File: src/core/lpd_map.svh
// Purpose: constants of the loop pulse dialler sequencer
// Assumes: 250 MHz system clock, 18 kHz dialler time base
// Notes: times in their own unit, tick counts derived from them
`ifndef LPD_MAP_SVH
`define LPD_MAP_SVH

// ****************************************
// register map
// ****************************************
`define LPD_ADDR_CTRL 8'h00
`define LPD_ADDR_STAT 8'h04
`define LPD_CTRL_RATIO_LSB 0
`define LPD_CTRL_GAP_LSB 2
`define LPD_CTRL_MODE_LSB 4
`define LPD_CTRL_CLR_BIT 6
`define LPD_CTRL_RST 6'h00
`define LPD_STAT_WR_LSB 6
`define LPD_STAT_RD_LSB 11
`define LPD_SYNC_RST 18'h00fff

// ****************************************
// timing
// ****************************************
`define LPD_SYS_HZ 250000000
`define LPD_TICK_HZ 18000
`define LPD_TICK_DIV ((`LPD_SYS_HZ + `LPD_TICK_HZ / 2) / `LPD_TICK_HZ)
`define LPD_TK_MS(ms) ((((ms) * `LPD_TICK_HZ) + 999) / 1000)
`define LPD_PULSE_MS 100
`define LPD_GAP_A_MS 700
`define LPD_GAP_B_MS 800
`define LPD_GAP_C_MS 900
`define LPD_GAP_TEST_TENTH_MS 133
`define LPD_TEST_PPS 600
`define LPD_DEB_MS 8
`define LPD_SCAN_MS 5
`define LPD_PULSE_TK `LPD_TK_MS(`LPD_PULSE_MS)
`define LPD_TEST_PULSE_TK (`LPD_TICK_HZ / `LPD_TEST_PPS)
`define LPD_GAP_TEST_TK (((`LPD_GAP_TEST_TENTH_MS * `LPD_TICK_HZ) + 9999) / 10000)
`define LPD_DEB_TK `LPD_TK_MS(`LPD_DEB_MS)
`define LPD_COL_TK (`LPD_TK_MS(`LPD_SCAN_MS) / 3)
`define LPD_RATIO_DEN 30
`define LPD_BRK_NUM_70 21
`define LPD_BRK_NUM_67 20
`define LPD_BRK_NUM_60 18
`define LPD_BRK_NUM_50 15
`endif

File: src/core/lpd_pkg.sv
// Purpose: types of the loop pulse dialler sequencer
// Assumes: nothing beyond the map header
// Notes: codes 1..10 digits, 11 access pause, 12 redial/release
package lpd_pkg;
  typedef enum logic [2:0] {
    LPD_IDLE = 3'h0,
    LPD_PRE = 3'h1,
    LPD_BRK = 3'h3,
    LPD_MAK = 3'h2,
    LPD_GAP = 3'h6,
    LPD_HOLD = 3'h7
  } lpd_state_t;
  typedef enum logic [1:0] {
    LPD_M_SINGLE = 2'h0,
    LPD_M_TWO7 = 2'h1,
    LPD_M_BIN = 2'h2,
    LPD_M_MATRIX = 2'h3
  } lpd_kmode_t;
  typedef logic [3:0] lpd_code_t;
endpackage

File: src/core/lpd_keyin.sv
// Purpose: key capture, anti-bounce and code decode
// Assumes: inputs already synchronised, tick at the dialler rate
// Notes: emits one pulse per accepted key, invalid codes dropped
`timescale 1ns/100ps
`include "lpd_map.svh"
module lpd_keyin import lpd_pkg::*; #(
  parameter int DEB_TK = `LPD_DEB_TK,
  parameter int COL_TK = `LPD_COL_TK
) (
  input logic clk,
  input logic srst_n,
  input logic tick,
  input lpd_kmode_t mode,
  input logic [11:0] keypad_n,
  input logic [3:0] key_input_line,
  input logic key_common,
  output logic [2:0] scan_n_ff,
  output logic acc_ff,
  output lpd_code_t code_ff
);
  // key index to code: 1..9, star, 0, hash
  function automatic lpd_code_t key_code(input logic [3:0] idx);
    if (idx < 4'h9) return lpd_code_t'(idx + 4'h1);
    else if (idx == 4'h9) return 4'hb;
    else if (idx == 4'ha) return 4'ha;
    else return 4'hc;
  endfunction
  // lowest set bit index of a four-bit row vector
  function automatic logic [1:0] row_of(input logic [3:0] v);
    if (v[0]) return 2'h0;
    else if (v[1]) return 2'h1;
    else if (v[2]) return 2'h2;
    else return 2'h3;
  endfunction
  // two-out-of-seven table, bits read in input order 1..4
  function automatic lpd_code_t dec_two7(input logic [3:0] k);
    logic [3:0] v;
    v = {k[0], k[1], k[2], k[3]};
    case (v)
      4'h0: return 4'h1;
      4'h1: return 4'h2;
      4'h2: return 4'h3;
      4'h4: return 4'h4;
      4'h5: return 4'h5;
      4'h6: return 4'h6;
      4'h8: return 4'h7;
      4'h9: return 4'h8;
      4'ha: return 4'h9;
      4'h3: return 4'ha;
      4'hc: return 4'hb;
      4'hd: return 4'hc;
      default: return 4'h0;
    endcase
  endfunction

  logic [1:0] col_ff;
  logic [6:0] colcnt_ff;
  logic seen_ff, multi_ff, mdown_ff;
  lpd_code_t mcode_ff, seen_code_ff;
  logic [7:0] deb_ff;
  logic lock_ff;
  logic down;
  lpd_code_t raw;
  logic [3:0] idx1;
  logic [3:0] rows;

  // ****************************************
  // matrix scanning
  // ****************************************
  assign rows = ~key_input_line;
  // a full three-column cycle decides one matrix sample; two keys void it only when both fall in columns 0 and 1
  always_ff @(posedge clk or negedge srst_n) begin
    if (!srst_n) begin
      col_ff <= 2'h0;
      colcnt_ff <= 7'h0;
      seen_ff <= 1'b0;
      multi_ff <= 1'b0;
      mdown_ff <= 1'b0;
      mcode_ff <= 4'h0;
      seen_code_ff <= 4'h0;
      scan_n_ff <= 3'h7;
    end else if (mode != LPD_M_MATRIX) begin
      scan_n_ff <= 3'h7;
      mdown_ff <= 1'b0;
      col_ff <= 2'h0;
    end else if (tick) begin
      if (colcnt_ff == 7'(COL_TK - 1)) begin
        colcnt_ff <= 7'h0;
        if (rows != 4'h0) begin
          if (seen_ff || (rows & (rows - 4'h1)) != 4'h0) multi_ff <= 1'b1;
          seen_ff <= 1'b1;
          seen_code_ff <= key_code(4'({row_of(rows), 2'h0}) - 4'(row_of(rows)) + 4'(col_ff));
        end
        if (col_ff == 2'h2) begin
          col_ff <= 2'h0;
          mdown_ff <= seen_ff | multi_ff | (rows != 4'h0);
          mcode_ff <= multi_ff ? 4'h0 : seen_code_ff;
          seen_ff <= 1'b0;
          multi_ff <= 1'b0;
          scan_n_ff <= 3'h6;
        end else begin
          col_ff <= col_ff + 2'h1;
          scan_n_ff <= ~(3'h1 << (col_ff + 2'h1));
        end
      end else begin
        colcnt_ff <= colcnt_ff + 7'h1;
      end
    end
  end

  // ****************************************
  // source select and anti-bounce
  // ****************************************
  // single-key: lowest pressed line wins
  always_comb begin
    idx1 = 4'h0;
    for (int i = 11; i >= 0; i--) begin
      if (!keypad_n[i]) idx1 = 4'(i);
    end
    case (mode)
      LPD_M_SINGLE: begin
        down = ~&keypad_n;
        raw = key_code(idx1);
      end
      LPD_M_TWO7: begin
        down = key_common;
        raw = dec_two7(key_input_line);
      end
      LPD_M_BIN: begin
        down = key_common;
        raw = (key_input_line > 4'h0 && key_input_line < 4'hd) ? key_input_line : 4'h0;
      end
      default: begin
        down = mdown_ff;
        raw = mcode_ff;
      end
    endcase
  end

  // timer before data
  // accept after quiet period
  // the count restarts whenever the level drops out, so bounce never passes
  always_ff @(posedge clk or negedge srst_n) begin
    if (!srst_n) begin
      deb_ff <= 8'h0;
      lock_ff <= 1'b0;
      acc_ff <= 1'b0;
      code_ff <= 4'h0;
    end else begin
      acc_ff <= 1'b0;
      if (down == lock_ff) begin
        deb_ff <= 8'h0;
      end else if (tick) begin
        if (deb_ff == 8'(DEB_TK - 1)) begin
          deb_ff <= 8'h0;
          lock_ff <= ~lock_ff;
          // unknown codes dropped
          if (!lock_ff && raw != 4'h0) begin
            acc_ff <= 1'b1;
            code_ff <= raw;
          end
        end else begin
          deb_ff <= deb_ff + 8'h1;
        end
      end
    end
  end

  AST_KEY_VALID: assert property (@(posedge clk) disable iff (!srst_n)
    acc_ff |-> (code_ff != 4'h0 && code_ff < 4'hd))
    else $error("accepted key carries an unassigned code");
endmodule // lpd_keyin

File: src/core/lpd_top.sv
// Purpose: loop-disconnect outdialling sequencer with APB control
// Assumes: pins asynchronous to clk, APB master on clk
// Notes: all dial timing counts ticks of an 18 kHz time base
//
// Added by the designer: the APB register port and the register addresses.
`timescale 1ns/100ps
`include "lpd_map.svh"

// Notes on behaviour
// key press starts anti-bounce timer first
// accept after bounce; mute, pre-digit pause
// digit n lasts n times 100 ms
// gap of selected length between digits
// mute drops when last digit ends
// access pause stops dialling, drops mute
// hash during pause starts anti-bounce
// release key or inhibit low restarts
// after release, continue digits normally
// star stores pause, hash releases it
// hash otherwise redials the stored number
// gap select 700, 800, 900, test
// binary codes, 11 pause, 12 redial
// two-of-seven codes decoded per table
// unassigned codes are ignored
// all timings count clock ticks
// four break to make ratios
// four input formats selectable
// inhibit halts after digit or at once
// line transistor on only during break
// n pulses at 100 ms period
// digits dialled first in, first out
module lpd_top import lpd_pkg::*; #(
  parameter int TICK_DIV = `LPD_TICK_DIV,
  parameter int STORE_DEPTH = 22,
  parameter int DEB_TK = `LPD_DEB_TK
) (
  input logic clk,
  input logic rst_n,
  input logic psel,
  input logic penable,
  input logic pwrite,
  input logic [7:0] paddr,
  input logic [31:0] pwdata,
  output logic [31:0] prdata,
  output logic pready,
  output logic pslverr,
  input logic [11:0] keypad_n,
  input logic [3:0] key_input_line,
  input logic key_common,
  input logic inhibit,
  output logic [2:0] scan_n,
  output logic line_out,
  output logic line_oe,
  output logic mute,
  output logic access_pause
);
  localparam int AW = $clog2(STORE_DEPTH + 1);

  // gap length in ticks minus one for each select value
  function automatic logic [14:0] gap_tk(input logic [1:0] sel);
    case (sel)
      2'h0: return 15'(`LPD_TK_MS(`LPD_GAP_A_MS) - 1);
      2'h1: return 15'(`LPD_TK_MS(`LPD_GAP_B_MS) - 1);
      2'h2: return 15'(`LPD_TK_MS(`LPD_GAP_C_MS) - 1);
      default: return 15'(`LPD_GAP_TEST_TK - 1);
    endcase
  endfunction
  // break share of one pulse period, in ticks
  function automatic logic [14:0] brk_tk(input logic [1:0] rsel, input logic test);
    int p;
    int n;
    p = test ? `LPD_TEST_PULSE_TK : `LPD_PULSE_TK;
    case (rsel)
      2'h0: n = `LPD_BRK_NUM_70;
      2'h1: n = `LPD_BRK_NUM_67;
      2'h2: n = `LPD_BRK_NUM_60;
      default: n = `LPD_BRK_NUM_50;
    endcase
    return 15'((p * n) / `LPD_RATIO_DEN);
  endfunction

  logic rst_s1_ff, rst_s2_ff, srst_n;
  logic [17:0] sync1_ff, sync2_ff;
  logic [13:0] div_ff;
  logic tick_ff;
  logic [5:0] ctrl_ff;
  logic clr_ff;
  logic [31:0] prdata_ff;
  logic pready_ff, pslverr_ff;
  lpd_state_t state_ff;
  logic [14:0] tmr_ff;
  logic [3:0] pulses_ff;
  logic [AW-1:0] rd_ff, wr_ff;
  logic [3:0] mem_ff [STORE_DEPTH];
  logic mute_ff, ap_ff, aphold_ff, done_ff, line_oe_ff, inh_prev_ff;
  logic acc;
  lpd_code_t code;
  logic inh_s, inh_fall, tmr_done, k_dig, k_ap, k_hash, store_wr, test_sel;
  logic [1:0] ratio_sel, gap_sel;
  logic [AW-1:0] wr_idx;
  logic [14:0] brk_len, mak_len;

  // ****************************************
  // reset and pin synchronisers
  // ****************************************
  // reset enters asynchronously, releases through two stages
  always_ff @(posedge clk or negedge rst_n) begin
    if (!rst_n) begin
      rst_s1_ff <= 1'b0;
      rst_s2_ff <= 1'b0;
    end else begin
      rst_s1_ff <= 1'b1;
      rst_s2_ff <= rst_s1_ff;
    end
  end
  assign srst_n = rst_s2_ff;

  // two stages for every pin, only the second is read
  always_ff @(posedge clk or negedge srst_n) begin
    if (!srst_n) begin
      sync1_ff <= `LPD_SYNC_RST;
      sync2_ff <= `LPD_SYNC_RST;
    end else begin
      sync1_ff <= {inhibit, key_common, key_input_line, keypad_n};
      sync2_ff <= sync1_ff;
    end
  end
  assign inh_s = sync2_ff[17];

  // ****************************************
  // dialler time base
  // ****************************************
  // ticks from clock count
  // every dial timing below counts these ticks, so all scale together
  always_ff @(posedge clk or negedge srst_n) begin
    if (!srst_n) begin
      div_ff <= 14'h0;
      tick_ff <= 1'b0;
    end else begin
      tick_ff <= (div_ff == 14'(TICK_DIV - 1));
      div_ff <= (div_ff == 14'(TICK_DIV - 1)) ? 14'h0 : div_ff + 14'h1;
    end
  end

  // ****************************************
  // APB slave
  // ****************************************
  // one wait state: answer is registered from the first access cycle
  always_ff @(posedge clk or negedge srst_n) begin
    if (!srst_n) begin
      pready_ff <= 1'b0;
      pslverr_ff <= 1'b0;
      prdata_ff <= 32'h0;
    end else begin
      pready_ff <= psel && penable && !pready_ff;
      if (psel && penable && !pready_ff) begin
        pslverr_ff <= paddr != `LPD_ADDR_CTRL && paddr != `LPD_ADDR_STAT;
        if (pwrite) prdata_ff <= 32'h0;
        else if (paddr == `LPD_ADDR_CTRL) prdata_ff <= {26'h0, ctrl_ff};
        else if (paddr == `LPD_ADDR_STAT) prdata_ff <= {16'h0, 5'(rd_ff), 5'(wr_ff),
            aphold_ff, ap_ff, mute_ff, state_ff};
        else prdata_ff <= 32'h0;
      end else begin
        pslverr_ff <= 1'b0;
      end
    end
  end

  // control word; clear bit acts once and is not kept
  always_ff @(posedge clk or negedge srst_n) begin
    if (!srst_n) begin
      ctrl_ff <= `LPD_CTRL_RST;
      clr_ff <= 1'b0;
    end else begin
      clr_ff <= 1'b0;
      if (psel && penable && pready_ff && pwrite && paddr == `LPD_ADDR_CTRL) begin
        ctrl_ff <= pwdata[5:0];
        clr_ff <= pwdata[`LPD_CTRL_CLR_BIT];
      end
    end
  end
  // ratio select
  assign ratio_sel = ctrl_ff[`LPD_CTRL_RATIO_LSB +: 2];
  // gap select
  assign gap_sel = ctrl_ff[`LPD_CTRL_GAP_LSB +: 2];
  assign test_sel = gap_sel == 2'h3;
  assign brk_len = brk_tk(ratio_sel, test_sel);
  assign mak_len = 15'((test_sel ? `LPD_TEST_PULSE_TK : `LPD_PULSE_TK) - 1) - brk_len;

  // ****************************************
  // key input
  // ****************************************
  // format select
  lpd_keyin #(.DEB_TK(DEB_TK)) u_keyin (
    .clk(clk),
    .srst_n(srst_n),
    .tick(tick_ff),
    .mode(lpd_kmode_t'(ctrl_ff[`LPD_CTRL_MODE_LSB +: 2])),
    .keypad_n(sync2_ff[11:0]),
    .key_input_line(sync2_ff[15:12]),
    .key_common(sync2_ff[16]),
    .scan_n_ff(scan_n),
    .acc_ff(acc),
    .code_ff(code)
  );

  // star pauses, hash releases
  // pause and redial codes
  // decoded codes share meaning
  assign k_dig = acc && code > 4'h0 && code < 4'hb;
  assign k_ap = acc && code == 4'hb;
  assign k_hash = acc && code == 4'hc;
  // a key after a finished number starts a fresh one at slot zero
  assign store_wr = (k_dig || k_ap) && (done_ff || wr_ff != AW'(STORE_DEPTH));
  assign wr_idx = done_ff ? '0 : wr_ff;
  assign tmr_done = tick_ff && tmr_ff == 15'h0;
  assign inh_fall = inh_prev_ff && !inh_s;

  // digit store, flip-flops addressed by slot
  always_ff @(posedge clk) begin
    if (store_wr) mem_ff[wr_idx] <= code;
  end

  // ****************************************
  // outdialling sequencer
  // ****************************************
  always_ff @(posedge clk or negedge srst_n) begin
    if (!srst_n) begin
      state_ff <= LPD_IDLE;
      tmr_ff <= 15'h0;
      pulses_ff <= 4'h0;
      rd_ff <= '0;
      wr_ff <= '0;
      mute_ff <= 1'b0;
      ap_ff <= 1'b0;
      aphold_ff <= 1'b0;
      done_ff <= 1'b0;
      line_oe_ff <= 1'b0;
      inh_prev_ff <= 1'b0;
    end else begin
      inh_prev_ff <= inh_s;
      if (tick_ff && tmr_ff != 15'h0) tmr_ff <= tmr_ff - 15'h1;
      if (store_wr) begin
        wr_ff <= done_ff ? AW'(1) : wr_ff + AW'(1);
        if (done_ff) rd_ff <= '0;
        done_ff <= 1'b0;
      end
      if (clr_ff) begin
        state_ff <= LPD_IDLE;
        rd_ff <= '0;
        wr_ff <= '0;
        done_ff <= 1'b0;
        mute_ff <= 1'b0;
        ap_ff <= 1'b0;
        line_oe_ff <= 1'b0;
      end else begin
        case (state_ff)
          LPD_IDLE: begin
            // mute and pre-digit pause
            // hash replays the store
            if (store_wr || (k_hash && wr_ff != '0)) begin
              if (k_hash) rd_ff <= '0;
              done_ff <= 1'b0;
              mute_ff <= 1'b1;
              tmr_ff <= gap_tk(gap_sel);
              state_ff <= LPD_PRE;
            end
          end
          LPD_PRE, LPD_GAP: begin
            // inhibit in a pause halts at once
            if (inh_s) begin
              mute_ff <= 1'b0;
              aphold_ff <= 1'b0;
              state_ff <= LPD_HOLD;
            end else if (tmr_done && !store_wr) begin // a key landing now waits a tick
              if (rd_ff == wr_ff) begin
                mute_ff <= 1'b0;
                done_ff <= 1'b1;
                state_ff <= LPD_IDLE;
              end else if (mem_ff[rd_ff] == 4'hb) begin
                // stop and unmute at access pause
                rd_ff <= rd_ff + AW'(1);
                mute_ff <= 1'b0;
                ap_ff <= 1'b1;
                aphold_ff <= 1'b1;
                state_ff <= LPD_HOLD;
              end else begin
                // oldest digit first
                pulses_ff <= mem_ff[rd_ff];
                line_oe_ff <= 1'b1;
                tmr_ff <= brk_len - 15'h1;
                state_ff <= LPD_BRK;
              end
            end
          end
          LPD_BRK: begin
            // transistor off in make
            if (tmr_done) begin
              line_oe_ff <= 1'b0;
              tmr_ff <= mak_len;
              state_ff <= LPD_MAK;
            end
          end
          LPD_MAK: begin
            // n pulses of one period
            if (tmr_done) begin
              if (pulses_ff > 4'h1) begin
                pulses_ff <= pulses_ff - 4'h1;
                line_oe_ff <= 1'b1;
                tmr_ff <= brk_len - 15'h1;
                state_ff <= LPD_BRK;
              end else begin
                rd_ff <= rd_ff + AW'(1);
                if (rd_ff + AW'(1) == wr_ff && !store_wr) begin
                  // last digit ends mute
                  mute_ff <= 1'b0;
                  done_ff <= 1'b1;
                  state_ff <= LPD_IDLE;
                end else if (inh_s) begin
                  mute_ff <= 1'b0;
                  aphold_ff <= 1'b0;
                  state_ff <= LPD_HOLD;
                end else begin
                  // gap after each digit but the last
                  tmr_ff <= gap_tk(gap_sel);
                  state_ff <= LPD_GAP;
                end
              end
            end
          end
          default: begin
            // hash or inhibit low releases
            // resume with a pre-digit pause
            if (aphold_ff ? (k_hash || inh_fall) : !inh_s) begin
              mute_ff <= 1'b1;
              ap_ff <= 1'b0;
              aphold_ff <= 1'b0;
              tmr_ff <= gap_tk(gap_sel);
              state_ff <= LPD_PRE;
            end
          end
        endcase
      end
    end
  end

  // ****************************************
  // outputs
  // ****************************************
  // open drain: low level only, enable carries the break
  assign line_out = 1'b0;
  assign line_oe = line_oe_ff;
  assign mute = mute_ff;
  assign access_pause = ap_ff;
  assign prdata = prdata_ff;
  assign pready = pready_ff;
  assign pslverr = pslverr_ff;

  // ****************************************
  // checks
  // ****************************************
  AST_ACCEPT_MUTE: assert property (@(posedge clk) disable iff (!srst_n)
    (state_ff == LPD_IDLE && k_dig && !clr_ff) |=> (mute_ff && state_ff == LPD_PRE))
    else $error("accepted digit did not start mute and pause");
  AST_GAP_LEN: assert property (@(posedge clk) disable iff (!srst_n)
    (state_ff == LPD_GAP && $past(state_ff) == LPD_MAK)
    |-> tmr_ff == gap_tk(gap_sel))
    else $error("gap timer loaded with the wrong length");
  AST_LAST_UNMUTE: assert property (@(posedge clk) disable iff (!srst_n)
    (state_ff == LPD_MAK && tmr_done && pulses_ff == 4'h1 && rd_ff + AW'(1) == wr_ff
     && !store_wr && !clr_ff) |=> (!mute_ff && state_ff == LPD_IDLE))
    else $error("mute held after the last digit");
  AST_HOLD_UNMUTED: assert property (@(posedge clk) disable iff (!srst_n)
    state_ff == LPD_HOLD |-> !mute_ff)
    else $error("mute asserted while dialling is held");
  AST_RELEASE: assert property (@(posedge clk) disable iff (!srst_n)
    (state_ff == LPD_HOLD && aphold_ff && k_hash && !clr_ff)
    |=> (mute_ff && !access_pause && state_ff == LPD_PRE && tmr_ff == gap_tk(gap_sel)))
    else $error("release did not restart with a pre-digit pause");
  AST_INHIBIT_GAP: assert property (@(posedge clk) disable iff (!srst_n)
    (state_ff inside {LPD_PRE, LPD_GAP} && inh_s && !clr_ff)
    |=> (state_ff == LPD_HOLD && !mute_ff))
    else $error("inhibit during a gap did not halt");
  AST_LINE_MAKE: assert property (@(posedge clk) disable iff (!srst_n)
    state_ff inside {LPD_MAK, LPD_GAP, LPD_PRE, LPD_IDLE} |-> !line_oe_ff)
    else $error("line transistor on outside a break");
  AST_BRK_LEN: assert property (@(posedge clk) disable iff (!srst_n)
    (state_ff != LPD_BRK ##1 state_ff == LPD_BRK) |-> tmr_ff == brk_len - 15'h1)
    else $error("break timer loaded with the wrong length");
  AST_FIFO_ORDER: assert property (@(posedge clk) disable iff (!srst_n)
    ($past(state_ff) inside {LPD_PRE, LPD_GAP} && state_ff == LPD_BRK)
    |-> pulses_ff == mem_ff[$past(rd_ff)])
    else $error("digit taken out of order");
  AST_TICK_SPACING: assert property (@(posedge clk) disable iff (!srst_n)
    tick_ff |=> !tick_ff)
    else $error("time base ticks back to back");
endmodule // lpd_top

File: config.mk
export PLATFORM = sky130hd
export DESIGN_NAME = lpd_top
export DESIGN_NICKNAME = d
export VERILOG_FILES = /design/src/core/lpd_pkg.sv /design/src/core/lpd_keyin.sv /design/src/core/lpd_top.sv
export VERILOG_INCLUDE_DIRS = /design/src /design/src/core
export SDC_FILE = /design/constraint.sdc
export NUM_CORES = 1
export LEC_CHECK = 0
export BUFFER_PORTS_ARGS = -buffer_cell sky130_fd_sc_hd__buf_2
export CAP_MARGIN = 0
export CORE_MARGIN = 4
export CORE_UTILIZATION = 54
export CTS_BUF_LIST = sky130_fd_sc_hd__clkbuf_4 sky130_fd_sc_hd__clkbuf_8
export DETAILED_ROUTE_END_ITERATION = 10
export PLACE_DENSITY = 0.79
export SYNTH_ARGS = -nofsm -noshare
export SYNTH_HDL_FRONTEND = slang
export SYNTH_SLANG_ARGS = --single-unit
File: constraint.sdc
create_clock -name clk -period 11.4 [get_ports clk]
set_clock_uncertainty 0.1 [all_clocks]
set_input_delay 0.57 -clock clk [delete_from_list [all_inputs] [get_ports clk]]
set_output_delay 0.57 -clock clk [all_outputs]
set_load 0.02 [all_outputs]
==> impl_metrics.tcl, run 1 <==
set metrics [dict create \
    outcome "finished clean" \
    relSlewSlack_pct 14.0 \
    synthCells 1860 \
    ctsLongestPathBuffers 3 \
    power_density_mw_per_mm2 114 \
    cp-start-kind "register" \
    insertion_delay_ns 0.55 \
    worst_path_largest_cell_delay_ns 0.58 \
    cts_max_level 2 \
    vias 15900 \
    area_delta_synth_final_pct 18.7 \
    final_nets 2163 \
    slew_violations 0 \
    hpwl_mm 35.7 \
    cap_violations 0 \
    die_h_um 185 \
    rr_worst_depth 50 \
    crit_slowest_cell "or4_4" \
    min_from "keypad_n[6]" \
    post_dp_cell_area_mm2 0.0183 \
    path_clk_slew_ns 0.06 \
    drc 0 \
    via_per_inst 6.49 \
    cp_common_cell "buf_4" \
    fin_hold_ws_ns 0.0328 \
    ys.flop_type "dfrtp_1" \
    period_minus_slack_ns 11.00 \
    cts.sinks 241 \
    hold_depth 1 \
    synth-edff-count 88 \
    antenna_found_initial 0 \
    cts_buffers 37 \
    finalCritPeriodShare_pct 96.5 \
    synthTopCellsByCount "187 x nor2_1, 181 x nand2_1, 126 x dfrtp_1" \
    synth.cell_area_mm2 0.0170 \
    synthArstFlopShare_pct 63.5 \
    ys_top_cells_by_area "dfrtp_1 19%, edfxtp_1 16%, ha_1 5.4%, dfstp_2 4.2%, nor2_1 4.1%" \
    synth_area_leader_cell "dfrtp_1" \
    start_util_pct 55.0 \
    rows 64 \
    fp.dieArea_mm2 0.0343 \
    coreArea_mm2 0.0308 \
    ys_ff_latch 241 \
    cts_tree "done" \
    setup_violations 0 \
    drive_gt1_share_pct 24.5 \
    grt.total_usage_pct 28.1 \
    synth_top_cell_area_share_pct 18.6 \
    min_to "sync1_ff[6]" \
    firstDrtPassIters 6 \
    syn_avg_cell_area_um2 9.12 \
    grt_max_degree 77 \
    ys_warn_count 0 \
    synthDistinctLibCells 102 \
    required_ns 11.69 \
    gp_congestion 0.970 \
    grt_pass1_vias 15300 \
    ir_drop_mv 0.121 \
    reg2reg_to "tmr_ff[2]" \
    crit_fanout 15 \
    stdcell_area_mm2 0.0201 \
    r2r_start "ctrl_ff[1]" \
    ios 104 \
    die_x_um 185 \
    place.port_buffers 61 \
    yosysMostFrequentCell "nor2_1" \
    dp_slack_ns -0.117 \
    worst_slack_ns 0.398 \
    p_leak_nw 8.08 \
    worst_slew_pin_slew_ns 1.28 \
    wl_per_cell_um 20.6 \
    hold_path_class "input port to register" \
    finalHoldViolCount 0 \
    reg2reg_slack_ns 0.40 \
    critPathCaptureType "register" \
    seq_area_frac_synth_pct 38.3 \
    grt_pass1_wl_mm 78.8 \
    antenna_cells 0 \
    ant_nets 0 \
    dr.first_iter.drc_count 1603 \
    root_buffer "clkbuf_8" \
    path_class "register to register" \
    grt_overflow_total 0 \
    fmax_mhz 90.9 \
    drt-total-wl_mm 50.3 \
    cp_data_arrival_time_ns 11.29 \
]
[what timing repair did]
| action | 4_1_cts | 5_1_grt |
|---|---|---|
| gates cloned | 0 | 0 |
| hold buffers | 1 | 0 |
| resized for setup | 8 | 132 |
| pin swaps | 3 | 47 |
| setup buffers | 5 | 33 |
| endpoints found under the hold margin | 2 | 0 |
| endpoints found under the setup margin | 4 | 6 |
[critical path, delay by kind of cell, from the launching register on]
kind	cells	cell delay, ns
fa+ha+maj	6	1.44
buf+inv	9	1.46
compound gates	18	3.84
xor+xnor	1	0.25
mux	2	0.55
flops	1	0.45
simple gates	14	2.70
[final cells by class]
class | count | area (um2)
clock buffers | 61 | 752
clock inverters | 6 | 67.6
fillers | 2392 | 10700
inverters | 69 | 272
multi-input cells | 1468 | 10600
flip-flops and latches | 241 | 6510
well taps | 396 | 495
repair buffers | 205 | 1420
[placed cells by master, fill, tap and decap left out, drive strengths merged, types with 16 or more instances in the layout]
cell,count
ha,73
nand2,181
and3,26
buf,204
nor2,188
nor3,58
dfstp,27
o211ai,19
o21ai,130
inv,68
a31oi,26
nand2b,25
xor2,29
a22o,16
o21a,16
a21oi,124
mux2i,27
nand3,61
xnor2,45
a21o,20
and2,16
clkbuf,61
or3,16
edfxtp,88
nand4,26
nor4,28
o31ai,18
mux2,19
mux4,24
a211oi,24
dfrtp,126
conb,20
[sequential cells by signal, indices dropped and copies added, names as in the netlist, 6 cells and up]
name and count:
sync1_ff 18, tmr_ff 15, ctrl_ff 6, u_keyin.colcnt_ff 7, mem_ff 88, u_keyin.deb_ff 8
sync2_ff 18, prdata 16, div_ff 14
[report_power, final]
group,leakage [nW],switching [mW],internal [mW],total [mW]
Sequential,2.66,0.0416,0.925,0.967
Clock,0.433,0.337,0.441,0.778
Combinational,4.99,0.339,0.209,0.548
Total,8.08,0.717,1.58,2.29
[how the worst max path moves through the flow]
stage / cells past startpoint / end / slack (ns) / from
after floorplan: 53 / tmr_ff[3] / 0.02 / ctrl_ff[3]
after global placement: 51 / tmr_ff[4] / 0.13 / ctrl_ff[0]
after detailed placement: 51 / tmr_ff[4] / -0.12 / ctrl_ff[0]
after CTS: 50 / tmr_ff[2] / 0.01 / ctrl_ff[0]
after global routing: 48 / tmr_ff[2] / -0.08 / ctrl_ff[0]
final: 50 / tmr_ff[2] / 0.40 / ctrl_ff[1]
[through the flow]
| stage | std cells | TNS (ns) | utilization [%] | total power [mW] |
|---|---|---|---|---|
| 2_1_floorplan | 1878 | 0 | - | 1.34 |
| 3_3_place_gp | 2341 | 0 | 59.5 | 1.46 |
| 3_5_place_dp | 2341 | -0.318 | 59.5 | 1.47 |
| 4_1_cts | 2414 | 0 | 62.4 | 2.25 |
| 5_1_grt | 2446 | -0.310 | 65.3 | 2.40 |
| 6_report | 2446 | 0 | 65.3 | 2.29 |
[cells by family after synthesis]
| kind of cell | share of synthesized area, % |
|---|---|
| compound gates | 20.7 |
| mux | 6.11 |
| xor+xnor | 3.82 |
| fa+ha+maj | 5.97 |
| other cells | 0.0443 |
| simple gates | 20.6 |
| buf+inv | 4.39 |
| flops | 38.3 |
[per-layer routing]
layer	track usage (%)	part of all wire (%)
met3	4.52	8.4
met1	37.9	40
met2	46.7	48
met4	8.95	3.6
met5	0	0
No activity file was read; power rests on OpenSTA's default activity.
==> inputs of run 2 (changes only) <==
PLACE_DENSITY = 0.72   (was 0.79)
==> run 2 against run 1 <==
Compared with the run above:
- via count down 2.1%
- routed wire length down 4.7%
- worst setup slack worse by 0.31 ns
- power down 0.76%
- die area unchanged
- core utilization down 0.76 points
- global-route usage down 0.69 points
- sequential power about the same
- count of clock-buffer cells in the layout down 4
- non-clock buffer count down 10
- largest cell class unchanged
- highest routed layer is now met5
==> impl_metrics.tcl, run 2 (synthesis results as in run 1) <==
set metrics [dict create \
    outcome "finished clean" \
    cp_common_cell "buf_4" \
    gp_congestion 0.984 \
    grt_pass1_vias 14700 \
    final_nets 2155 \
    via_per_inst 6.36 \
    dp_slack_ns -0.247 \
    p_switching_mw 0.713 \
    period_minus_slack_ns 11.31 \
    relSlewSlack_pct 10.1 \
    insertion_delay_ns 0.53 \
    required_ns 11.70 \
    grt_max_degree 61 \
    crit_fanout 8 \
    reg2reg_slack_ns 0.09 \
    firstDrtPassIters 5 \
    power.total_mw 2.27 \
    place.port_buffers 61 \
    coreArea_mm2 0.0308 \
    dp.cells 2335 \
    die_x_um 185 \
    area_delta_synth_final_pct 17.3 \
    rr_worst_depth 52 \
    path_class "register to register" \
    pwr-share-clk_pct 34.1 \
    regMostFlops "mem_ff" \
    fp.dieArea_mm2 0.0343 \
    grt_pass1_wl_mm 77.1 \
    wl_per_cell_um 19.7 \
    seqCellArea_mm2 0.00651 \
    worst_path_largest_cell_delay_ns 0.56 \
    p_comb_share_pct 23.3 \
    die_h_um 185 \
    fin_cells 2441 \
    finalHoldViolCount 0 \
    p_leak_nw 7.94 \
    rows 64 \
    worst_slack_ns 0.0928 \
    antenna_found_initial 1 \
    setup_violations 0 \
    cp_data_arrival_time_ns 11.61 \
    critPathCaptureType "register" \
    top_regs "mem_ff (88), sync1_ff (18), sync2_ff (18)" \
    r2r_start "ctrl_ff[0]" \
    cts_buffers 39 \
    drt-total-wl_mm 48.0 \
    dr.first_iter.drc_count 1619 \
    fillers 2466 \
    fin_hold_ws_ns 0.0415 \
    rsz0062_at_grt "yes" \
    startpoint "ctrl_ff[0]" \
    crit_slowest_cell "or4b_4" \
    cts_tree "done" \
    hold_path_class "input port to register" \
    cp-start-kind "register" \
    internal-power_mw 1.56 \
    grt.total_usage_pct 27.4 \
    antenna_cells 0 \
    ant_nets 0 \
    largest_reg_flops 88 \
    drive_gt1_share_pct 23.7 \
    drc 0 \
    cap_violations 0 \
    crit_end "tmr_ff[2]" \
    final_cell_mix "181 x nor2_1, 176 x nand2_1, 126 x buf_4" \
    fmax_mhz 88.4 \
    cts_max_level 2 \
    multiInputGateArea_mm2 0.0105 \
    ios 104 \
    reg2reg_to "tmr_ff[2]" \
    hpwl_mm 34.9 \
    slew_violations 0 \
    vias 15500 \
    p_seq_share_pct 42.6 \
    p_sw_share_pct 31.3 \
    ctsLongestPathBuffers 3 \
    start_util_pct 55.0 \
    grt_overflow_total 0 \
    ir_drop_mv 0.156 \
    root_buffer "clkbuf_8" \
    finalCritPeriodShare_pct 99.2 \
    power_density_mw_per_mm2 114 \
    finalSetupTns_ns 0 \
    cts.sinks 241 \
    path_clk_slew_ns 0.07 \
    layout_commonest_cell "nor2_1" \
    worst_slew_pin_slew_ns 1.33 \
]
[run 2: cell types whose count changed in the layout (fill, tap and decap cells not counted), moves of 3 or more]
| cell | delta |
|---|---|
| mux2i_4 | -4 |
| clkinv_2 | +5 |
| clkinv_1 | +4 |
| o21ai_1 | +3 |
| o21ai_0 | -3 |
| clkbuf_4 | -4 |
| buf_4 | -10 |
| nor2_2 | +3 |
| nor2_4 | -4 |
| mux2i_2 | +3 |
[run 2: final cells by class]
class                           count  area share [%]
Clock inverter                     15           0.503
Clock buffer                       57            3.63
Tap cell                          396            2.49
Sequential cell                   241            32.7
Timing Repair Buffer              195            6.78
Inverter                           69            1.33
Multi-Input combinational cell   1468            52.5
[run 2: worst min-delay path by stage]
stage,start,to,slack [ns],cells after the start
after floorplan,rst_n,rst_s1_ff,0.17,0
after global placement,rst_s2_ff,u_keyin.deb_ff[0],0.23,0
after detailed placement,rst_s2_ff,u_keyin.deb_ff[0],0.23,0
after CTS,keypad_n[7],sync1_ff[7],0.02,1
after global routing,keypad_n[7],sync1_ff[7],0.01,1
final,keypad_n[7],sync1_ff[7],0.04,1
[run 2: metal layers]
layer / GRT usage, % / vias to the layer above / routed length, um / share of wire (%)
met3: 5.32 / 90 / 4010 / 8.4
met2: 42.8 / 704 / 21800 / 45
met1: 39.9 / 7525 / 21300 / 44
li1: - / 7213 / - / -
met5: 0 / - / 7 / 0.015
met4: 6.22 / 2 / 867 / 1.8
[run 2: power by group through the flow]
stage	Clock, mW	Sequential (mW)	Combinational, mW
2_1_floorplan	0	0.968	0.369
3_3_place_gp	0	0.983	0.479
3_5_place_dp	0	0.985	0.486
4_1_cts	0.790	0.968	0.491
5_1_grt	0.836	0.976	0.577
6_report	0.775	0.969	0.530
[run 2: metrics by stage]
step | util [%] | area (um2)
after floorplan | - | 17300
after global placement | 59.4 | 18300
after detailed placement | 59.4 | 18300
after CTS | 62.2 | 19200
after global routing | 64.5 | 19900
final | 64.5 | 19900
[run 2: critical path, delay by kind of cell (launching register included)]
kind            cells  cell delay, ns
compound gates     15            3.64
fa+ha+maj           5            1.22
buf+inv            14            2.03
flops               1            0.47
mux                 4            0.88
simple gates       14            2.81
[run 2: what timing repair did]
| item | 4_1_cts | 5_1_grt |
|---|---|---|
| setup endpoints to repair | 5 | 6 |
| pin swaps | 1 | 34 |
| gates resized for setup | 9 | 102 |
| buffers inserted | 0 | 33 |
| endpoints found under the hold margin | 2 | 0 |
| hold buffers | 1 | 0 |
